`src/rtl/idrd_pkg.sv`:
```
// constants, field layouts and carriers for the id resistor detect register bank
package idrd_pkg;
   // immediate register command kinds in cmd[7:6], address in cmd[5:0]
   localparam logic [1:0] CMD_REG_WRITE = 2'h2;
   localparam logic [1:0] CMD_REG_READ = 2'h3;
   // register addresses
   localparam logic [5:0] ADDR_EVENT_LATCH = 6'h21;
   localparam logic [5:0] ADDR_VENDOR_LO = 6'h30;
   localparam logic [5:0] ADDR_VENDOR_HI = 6'h3f;
   localparam logic [5:0] ADDR_BOOST = 6'h31;
   localparam logic [5:0] ADDR_AUDIO_KEY = 6'h33;
   localparam logic [5:0] ADDR_CONV_WRITE = 6'h36;
   localparam logic [5:0] ADDR_CONV_SET = 6'h37;
   localparam logic [5:0] ADDR_CONV_CLEAR = 6'h38;
   // field positions
   localparam int LATCH_FLOAT_BIT = 0;
   localparam int LATCH_DONE_BIT = 3;
   localparam int BOOST_LSB = 5;
   localparam int CONV_DONE_BIT = 3;
   localparam int CONV_GO_BIT = 4;
   localparam int CONV_RSV_BIT = 5;
   localparam int CONV_IEN_BIT = 6;
   // writable bits: code 2:0, go, reserved 5, irq enable
   localparam logic [7:0] CONV_WRITE_MASK = 8'h77;
   localparam logic [7:0] LATCH_READ_MASK = 8'h09;
   localparam logic [3:0] AUDIO_KEY_VALUE = 4'ha;
   // reset values
   localparam logic [1:0] BOOST_RESET = 2'h0;
   localparam logic [3:0] AUDIO_KEY_RESET = 4'h0;
   localparam logic [2:0] CODE_RESET = 3'h0;
   // boost settings
   localparam logic [1:0] BOOST_NOMINAL = 2'h0;
   localparam logic [1:0] BOOST_PLUS_11P1 = 2'h1;
   localparam logic [1:0] BOOST_PLUS_7P4 = 2'h2;
   localparam logic [1:0] BOOST_PLUS_3P7 = 2'h3;
   // resistor codes as the converter reports them
   localparam logic [2:0] CODE_ZERO_OHM = 3'h0;
   localparam logic [2:0] CODE_75_OHM = 3'h1;
   localparam logic [2:0] CODE_100K = 3'h2;
   localparam logic [2:0] CODE_200K = 3'h3;
   localparam logic [2:0] CODE_440K = 3'h4;
   localparam logic [2:0] CODE_FLOATING = 3'h5;
   localparam logic [2:0] CODE_ERROR = 3'h7;
   // timing
   // cycles after reset before synchronised pin edges are believed
   localparam logic [1:0] SYNC_WARM_CYCLES = 2'h3;
   localparam int CLK_PERIOD_PS = 25000;
   localparam int CONV_TIME_US = 282;
   localparam int CONV_CYCLES = (CONV_TIME_US * 1000000 + CLK_PERIOD_PS - 1) / CLK_PERIOD_PS;
   // register access carriers
   typedef struct packed {
      logic valid; // one-cycle command strobe
      logic [7:0] cmd; // command byte: kind and address
      logic [7:0] wdata; // write data
   } idrd_acc_t;
   typedef struct packed {
      logic valid; // one-cycle read answer
      logic [7:0] rdata; // read data
   } idrd_rsp_t;
endpackage

```
`src/rtl/idrd_sync2.sv`:
```
// two-flop synchroniser for asynchronous analog status levels
`timescale 1ns/10ps
module idrd_sync2 #(
   parameter int W = 4
) (
   input wire logic i_mclk,
   input wire logic i_nrst,
   input wire logic [W-1:0] i_async,
   output logic [W-1:0] o_sync
);
   typedef struct packed {
      logic [W-1:0] meta; // first stage, read only by the second
      logic [W-1:0] sync; // second stage
   } idrd_sync_t;
   idrd_sync_t st;
   idrd_sync_t next_st;
   // shift chain
   always_comb begin
      next_st.meta = i_async;
      next_st.sync = st.meta;
   end
   always_ff @(posedge i_mclk or negedge i_nrst) begin
      if (!i_nrst) begin
         st <= '0;
      end else begin
         st <= next_st;
      end
   end
   assign o_sync = st.sync;
endmodule

```
`src/rtl/idrd_conv_timer.sv`:
```
// conversion duration timer: pulses once after CYCLES cycles of run
`timescale 1ns/10ps
module idrd_conv_timer #(
   parameter int CYCLES = 11280
) (
   input wire logic i_mclk,
   input wire logic i_nrst,
   input wire logic i_run,
   output logic o_finish
);
   typedef struct packed {
      logic [15:0] cnt; // cycles spent measuring
      logic finish; // one-cycle completion pulse
   } idrd_tmr_t;
   idrd_tmr_t st;
   idrd_tmr_t next_st;
   // count while running; dropping run aborts and rearms the count
   always_comb begin
      next_st = st;
      next_st.finish = 1'b0;
      if (!i_run) begin
         next_st.cnt = '0;
      end else if (st.cnt == 16'(CYCLES - 1)) begin
         next_st.cnt = '0;
         next_st.finish = 1'b1;
      end else begin
         next_st.cnt = st.cnt + 16'h0001;
      end
   end
   always_ff @(posedge i_mclk or negedge i_nrst) begin
      if (!i_nrst) begin
         st <= '0;
      end else begin
         st <= next_st;
      end
   end
   assign o_finish = st.finish;
endmodule

```
`src/rtl/idrd_regs.sv`:
```
// id float and resistor conversion register bank on the link clock
`timescale 1ns/10ps
module idrd_regs #(
   parameter int CONV_CYCLES_P = idrd_pkg::CONV_CYCLES // shorten in simulation
) (
   input wire logic i_mclk,
   input wire logic i_nrst,
   input wire idrd_pkg::idrd_acc_t i_acc,
   input wire logic i_id_float,
   input wire logic [2:0] i_resistor_code_pin,
   input wire logic i_float_rising_irq_enable,
   input wire logic i_float_falling_irq_enable,
   input wire logic i_carkit_resistor_irq_enable,
   output idrd_pkg::idrd_rsp_t o_rsp,
   output logic o_alt_int,
   output logic [1:0] o_boost,
   output logic o_audio_mode_en,
   output logic o_resistor_measure_go,
   output logic [2:0] o_resistor_code,
   output logic o_resistor_measure_done
);
   import idrd_pkg::*;

   typedef enum logic {CONV_IDLE, CONV_RUN} idrd_conv_t;

   // whole state of the bank
   typedef struct packed {
      logic [1:0] boost; // transmit amplitude select
      logic [3:0] audio_mode_key; // headset audio key
      logic audio_en; // decoded key match
      logic [2:0] resistor_code; // last measured value
      logic resistor_measure_done; // conversion finished
      logic resistor_measure_go; // conversion requested / running
      logic rsv5; // stored, link keeps it zero
      logic resistor_done_irq_enable; // local copy of the enable
      logic id_float_event_flag; // latch bit 0
      logic resistor_done_event_flag; // latch bit 3
      logic float_prev; // last synchronised float level
      logic [1:0] warm; // cycles since reset, saturates once pins are trusted
      idrd_conv_t conv; // converter sequencing
      logic alt_int; // interrupt towards rxcmd
      idrd_rsp_t rsp; // read answer
   } idrd_state_t;

   idrd_state_t st;
   idrd_state_t next_st;
   logic [3:0] pins_sync; // {float, code} after two flops
   logic float_s; // synchronised float level
   logic pins_live; // both synchroniser stages now hold real pin levels
   logic [2:0] code_s; // synchronised converter output
   logic conv_fin; // timer completion pulse
   logic [1:0] cmd_kind; // command kind field
   logic [5:0] cmd_addr; // register address field
   logic acc_wr; // immediate register write taken
   logic acc_rd; // immediate register read taken
   logic float_evt; // enabled float edge this cycle
   logic done_evt; // enabled done rising this cycle
   logic irq_en_any; // combined resistor irq enable
   logic [7:0] conv_byte; // current conversion register image
   logic [7:0] conv_new; // conversion register after a write

   // true for any of the three conversion register aliases
   function automatic logic is_conv_addr(input logic [5:0] a);
      return (a == ADDR_CONV_WRITE) || (a == ADDR_CONV_SET) || (a == ADDR_CONV_CLEAR);
   endfunction

   // vendor window decode
   function automatic logic is_vendor_addr(input logic [5:0] a);
      return (a >= ADDR_VENDOR_LO) && (a <= ADDR_VENDOR_HI);
   endfunction

   // analog levels are asynchronous to the link clock
   idrd_sync2 #(
      .W(4)
   ) u_sync (
      .i_mclk(i_mclk),
      .i_nrst(i_nrst),
      .i_async({i_id_float, i_resistor_code_pin}),
      .o_sync(pins_sync)
   );

   // times the measurement while the converter runs
   idrd_conv_timer #(
      .CYCLES(CONV_CYCLES_P)
   ) u_timer (
      .i_mclk(i_mclk),
      .i_nrst(i_nrst),
      .i_run(st.conv == CONV_RUN),
      .o_finish(conv_fin)
   );

   assign float_s = pins_sync[3];
   assign code_s = pins_sync[2:0];
   assign pins_live = (st.warm == SYNC_WARM_CYCLES);
   assign cmd_kind = i_acc.cmd[7:6];
   assign cmd_addr = i_acc.cmd[5:0];
   assign acc_wr = i_acc.valid && (cmd_kind == CMD_REG_WRITE);
   assign acc_rd = i_acc.valid && (cmd_kind == CMD_REG_READ);
   assign irq_en_any = st.resistor_done_irq_enable | i_carkit_resistor_irq_enable;
   assign conv_byte = {1'b0, st.resistor_done_irq_enable, st.rsv5, st.resistor_measure_go,
                       st.resistor_measure_done, st.resistor_code};

   // float edges: either direction counts only while its own enable is on,
   // and only once the synchroniser has filled, so reset cannot fake an edge
   always_comb begin
      float_evt = 1'b0;
      if (pins_live && float_s && !st.float_prev && i_float_rising_irq_enable) begin
         float_evt = 1'b1;
      end
      if (pins_live && !float_s && st.float_prev && i_float_falling_irq_enable) begin
         float_evt = 1'b1;
      end
   end

   // new value of the conversion register for write, set and clear aliases
   always_comb begin
      case (cmd_addr)
         ADDR_CONV_SET: begin
            conv_new = conv_byte | (i_acc.wdata & CONV_WRITE_MASK);
         end
         ADDR_CONV_CLEAR: begin
            conv_new = conv_byte & ~(i_acc.wdata & CONV_WRITE_MASK);
         end
         default: begin
            conv_new = (conv_byte & ~CONV_WRITE_MASK) | (i_acc.wdata & CONV_WRITE_MASK);
         end
      endcase
   end

   // next state of the whole bank
   always_comb begin
      next_st = st;
      next_st.float_prev = float_s;
      // warm-up count stops once the pins are trusted
      if (!pins_live) begin
         next_st.warm = st.warm + 2'h1;
      end
      // read answer, one cycle after the command; unmapped reads give zero
      next_st.rsp.valid = acc_rd;
      next_st.rsp.rdata = 8'h00;
      if (acc_rd) begin
         if (cmd_addr == ADDR_EVENT_LATCH) begin
            // only bits 0 and 3 exist, the rest read zero
            next_st.rsp.rdata[LATCH_FLOAT_BIT] = st.id_float_event_flag;
            next_st.rsp.rdata[LATCH_DONE_BIT] = st.resistor_done_event_flag;
         end else if (is_vendor_addr(cmd_addr)) begin
            if (cmd_addr == ADDR_BOOST) begin
               next_st.rsp.rdata[BOOST_LSB +: 2] = st.boost;
            end else if (cmd_addr == ADDR_AUDIO_KEY) begin
               next_st.rsp.rdata[3:0] = st.audio_mode_key;
            end else if (is_conv_addr(cmd_addr)) begin
               next_st.rsp.rdata = conv_byte;
            end
         end
      end
      // register writes; the latch address ignores writes
      if (acc_wr && is_vendor_addr(cmd_addr)) begin
         if (cmd_addr == ADDR_BOOST) begin
            next_st.boost = i_acc.wdata[BOOST_LSB +: 2];
         end else if (cmd_addr == ADDR_AUDIO_KEY) begin
            next_st.audio_mode_key = i_acc.wdata[3:0];
         end else if (is_conv_addr(cmd_addr)) begin
            next_st.resistor_code = conv_new[2:0];
            next_st.resistor_measure_go = conv_new[CONV_GO_BIT];
            next_st.rsv5 = conv_new[CONV_RSV_BIT];
            next_st.resistor_done_irq_enable = conv_new[CONV_IEN_BIT];
         end
      end
      // a read through the conversion register consumes the done flag;
      // other readers use the output copy and leave it alone
      if (acc_rd && is_conv_addr(cmd_addr)) begin
         next_st.resistor_measure_done = 1'b0;
      end
      // converter sequencing; completion placed after the read so it wins
      case (st.conv)
         CONV_IDLE: begin
            if (next_st.resistor_measure_go) begin
               next_st.conv = CONV_RUN;
            end
         end
         CONV_RUN: begin
            if (conv_fin) begin
               next_st.resistor_code = code_s;
               next_st.resistor_measure_done = 1'b1;
               next_st.resistor_measure_go = 1'b0;
               next_st.conv = CONV_IDLE;
            end else if (!next_st.resistor_measure_go) begin
               // link cleared go: abandon the measurement
               next_st.conv = CONV_IDLE;
            end
         end
         default: begin
            next_st.conv = CONV_IDLE;
         end
      endcase
      // latch: clear on read first, then new events so a racing event survives
      if (acc_rd && (cmd_addr == ADDR_EVENT_LATCH)) begin
         next_st.id_float_event_flag = 1'b0;
         next_st.resistor_done_event_flag = 1'b0;
      end
      if (float_evt) begin
         next_st.id_float_event_flag = 1'b1;
      end
      if (done_evt) begin
         next_st.resistor_done_event_flag = 1'b1;
      end
      next_st.audio_en = (next_st.audio_mode_key == AUDIO_KEY_VALUE);
      next_st.alt_int = next_st.id_float_event_flag | next_st.resistor_done_event_flag;
   end

   // done rising edge qualified by the combined enable
   always_comb begin
      done_evt = (st.conv == CONV_RUN) && conv_fin && !st.resistor_measure_done && irq_en_any;
   end

   // state register
   always_ff @(posedge i_mclk or negedge i_nrst) begin
      if (!i_nrst) begin
         st <= '0;
      end else begin
         st <= next_st;
      end
   end

   // every output is a flop of the state
   assign o_rsp = st.rsp;
   assign o_alt_int = st.alt_int;
   assign o_boost = st.boost;
   assign o_audio_mode_en = st.audio_en;
   assign o_resistor_measure_go = st.resistor_measure_go;
   assign o_resistor_code = st.resistor_code;
   assign o_resistor_measure_done = st.resistor_measure_done;
endmodule

```
`config.mk`:
```
export PLATFORM = sky130hd
export DESIGN_NAME = idrd_regs
export DESIGN_NICKNAME = d
export VERILOG_FILES = /design/src/rtl/idrd_pkg.sv /design/src/rtl/idrd_sync2.sv /design/src/rtl/idrd_conv_timer.sv /design/src/rtl/idrd_regs.sv
export SDC_FILE = /design/constraint.sdc
export NUM_CORES = 1
export LEC_CHECK = 0
export CAP_MARGIN = 15
export CORE_MARGIN = 2
export CORE_UTILIZATION = 65
export DETAILED_ROUTE_END_ITERATION = 16
export DONT_BUFFER_PORTS = 1
export PLACE_DENSITY = 0.81
export SLEW_MARGIN = 20
export SYNTH_ARGS = -nofsm -noshare
export SYNTH_HDL_FRONTEND = slang
export SYNTH_SLANG_ARGS = --single-unit
```
`constraint.sdc`:
```
create_clock -name i_mclk -period 4.3 [get_ports i_mclk]
set_input_delay 0.645 -clock i_mclk [delete_from_list [all_inputs] [get_ports i_mclk]]
set_output_delay 0.645 -clock i_mclk [all_outputs]
set_load 0.005 [all_outputs]
```
==> impl_metrics.py <==
metrics = {
    "sta": {
        "tightest_slew_ps": 789,
        "fin_worst_skew_ps": 9.85,
        "tns_ps": 0,
        "hold_viol_final": 0,
        "relSlewSlack_pct": 46.6,
        "setup_violations": 0,
        "finalMaxSlewViolations": 0,
        "rsz0062_at_grt": "false",
        "period_share_pct": 44.7,
        "period_minus_slack_ps": 1920,
        "fmax_ghz": 0.521,
    },
    "grt": {
        "antenna_found_initial": 0,
        "overflow": 0,
        "grt_max_degree": 54,
        "grt_pass1_wl_um": 7360,
        "grt_pass1_vias": 1647,
        "grtUsageTotal_pct": 22.9,
    },
    "finish": {
        "nets": 245,
        "diodes": 0,
        "drive_above_1_share_pct": 10.1,
        "area_delta_synth_final_pct": 2.55,
        "fin_cells": 266,
    },
    "route": {
        "ant_nets": 0,
        "routed_via_density": 6.27,
        "drt_wl_total_um": 4510,
        "wl_per_cell_um": 17.0,
        "drt_iter0_markers": 127,
        "num_vias": 1667,
        "drc": 0,
        "firstDrtPassIters": 6,
    },
    "synthesis": {
        "synth_fp_nets": 250,
        "syn_area_um2": 2450,
        "ys_ff_latch": 53,
        "ys_seq_area_share_pct": 54.1,
        "syn_inst": 222,
        "ys.flop_type": "dfrtp_1",
        "synth_area_leaders": "dfrtp_1 54%, xnor2_1 5.0%, buf_4 4.3%",
        "yosys_warnings": 0,
        "synthAdderAreaFrac_pct": 1.02,
        "synth_top_area_cell": "dfrtp_1",
        "synth_edf_count": 0,
        "synthDominantCellAreaShare_pct": 54.1,
        "synth_top_family_by_area": "simple AND/OR/NAND/NOR gates",
        "yosysMostFrequentCell": "dfrtp_1",
        "synthSimpleGateAreaFrac_pct": 21.9,
        "avgSynthCellArea_um2": 11.0,
        "synth_xor_area_share_pct": 5.36,
        "async_flop_share_pct": 100,
        "synth_common_cells": "53 x dfrtp_1, 26 x nor2_1, 14 x buf_4, 14 x xnor2_1, 13 x nand2_1",
        "netlist-cell-type-count": 44,
        "muxShareOfSynthArea_pct": 3.68,
        "synth_compound_area_share_pct": 7.76,
    },
    "critical_path": {
        "required_ps": 4500,
        "end_kind": "flop",
        "slowest_stage": "or4_4",
        "cp_cell_sequence": "or4_1 -> or4_4 -> nand2_4 -> nor2_1",
        "start_kind": "flop",
        "worstPathArrival_ps": 2120,
        "startpoint": "u_timer.st[6]",
        "reg2reg_from": "u_timer.st[6]",
        "path_max_fanout": 14,
        "cp_slowest_stage_delay_ps": 580,
        "crit_type": "flop to flop",
    },
    "cts": {
        "cts_inserted_buffers": 5,
        "insertion_delay_ps": 310,
        "root_buffer": "clkbuf_8",
        "ctsHtreeMaxLevel": 2,
        "path_clk_slew_ps": 90,
        "clock_sinks": 53,
        "clock_path_buffers": 2,
        "cts_tree": "yes",
        "post_cts_resized": 0,
    },
    "floorplan": {
        "io_pins": 44,
        "dieArea_um2": 4280,
        "die_w_um": 65.4,
        "coreArea_um2": 3630,
        "rows": 22,
        "start_util_pct": 67.4,
        "chipHeight_um": 65.4,
    },
    "job": {
        "maxCapViolations": 0,
    },
    "placement": {
        "dp_hpwl_um": 3150,
        "io_buffers": 0,
        "dpl.cell_count": 255,
        "gp_congestion": 0.787,
    },
    "worst_hold_path": {
        "hp-class": "input pin to async pin",
    },
    "power": {
        "peakVddDrop_mv": 0.214,
        "cellPowerDensity_nw_per_um2": 395,
        "p_leak_nw": 1.06,
    },
    "status": {
        "status": "finished, final reports clean",
    },
}
routing by layer:
metal	global-route usage, %	share of wire, %	vias to the layer above
met5	0	0	-
met4	9.90	1.6	0
met2	39.2	49	70
met3	5.14	6.9	10
li1	-	-	768
met1	28.0	43	819
path summary, 6_finish.rpt:
path | end | slack (ps) | cells after the start
setup / recovery | u_timer.st[14] | 2380 | 4
hold / removal | o_rsp[4] | 20 | 0
setup reg to reg | u_timer.st[14] | 2380 | 4
hold reg to reg | u_sync.o_sync[2] | 350 | 0
max in group asynchronous | o_boost[1] | 3340 | 1
min in group i_mclk | u_sync.o_sync[2] | 350 | 0
metrics by stage:
stage | hold WS (ps) | utilization, % | setup slack (ps) | instance area [um^2] | power [mW]
global placement | 336 | 65.6 | 2220 | 2380 | 0.710
global route | 1.92 | 69.1 | 2290 | 2510 | 1.04
floorplan | 331 | - | 2360 | 2450 | 0.695
detailed placement | 336 | 65.6 | 2030 | 2380 | 0.719
finish | 23.1 | 69.1 | 2380 | 2510 | 0.993
CTS | 8.29 | 68.1 | 2310 | 2480 | 0.995
placed cells by master (no fill, tap or decap), types with 3 or more instances in the layout:
| master | count |
|---|---|
| nand3_1 | 9 |
| nor4_1 | 5 |
| nand2_1 | 13 |
| inv_1 | 6 |
| a22oi_1 | 4 |
| o211ai_1 | 4 |
| nand4_1 | 3 |
| and3_1 | 3 |
| nor2_1 | 26 |
| clkbuf_8 | 5 |
| or4_1 | 3 |
| dfrtp_1 | 53 |
| nor3_1 | 8 |
| mux2_2 | 8 |
| or3_1 | 5 |
| dlygate4sd3_1 | 3 |
| nor4bb_1 | 3 |
| o21ai_0 | 4 |
| a31oi_1 | 3 |
| xnor2_1 | 14 |
cell families (layout without fill, tap and decap cells):
| group | after synthesis | after routing |
|---|---|---|
| adders and majority gates | 2 | 2 |
| other | 1 | 1 |
| xor gates and xnor gates | 15 | 15 |
| muxes | 8 | 8 |
| and+or+nand+nor | 96 | 96 |
| buffers and inverters | 21 | 17 |
| DFF | 53 | 53 |
| AOI/OAI and AO/OA | 26 | 26 |
registers in the layout, indices dropped and copies added, names as in the netlist:
name and cells:
conv_byte 2, o_alt_int 1, o_audio_mode_en 1, o_boost 2
o_resistor_code 3, o_resistor_measure_done 1, o_rsp 8, st 10
u_sync.next_st 4, u_sync.o_sync 4, u_timer.o_finish 1, u_timer.st 16
power breakdown:
part	leakage, nW	switching, mW	internal (mW)	total [mW]
combinational	0.355	0.0623	0.0614	0.124
clock	0.0481	0.161	0.116	0.277
sequential	0.659	0.0477	0.545	0.592
total	1.06	0.271	0.722	0.993
layout make-up:
class / count / area (um^2)
well taps: 48 / 60.1
clock inverters: 3 / 22.5
repair buffers: 3 / 30.0
clock buffers: 5 / 68.8
fillers: 278 / 1120
inverters: 6 / 22.5
flip-flops and latches: 53 / 1330
multi-input cells: 148 / 982
critical path: cells and delay by family (launching register included):
family           cells  cell delay [ps]
and+or+nand+nor      4             1380
DFF                  1              430
timing repair:
item	CTS	global route
hold endpoints to repair	0	6
hold buffers	0	3
setup buffers	0	0
Power figures use the tool's default switching activity.
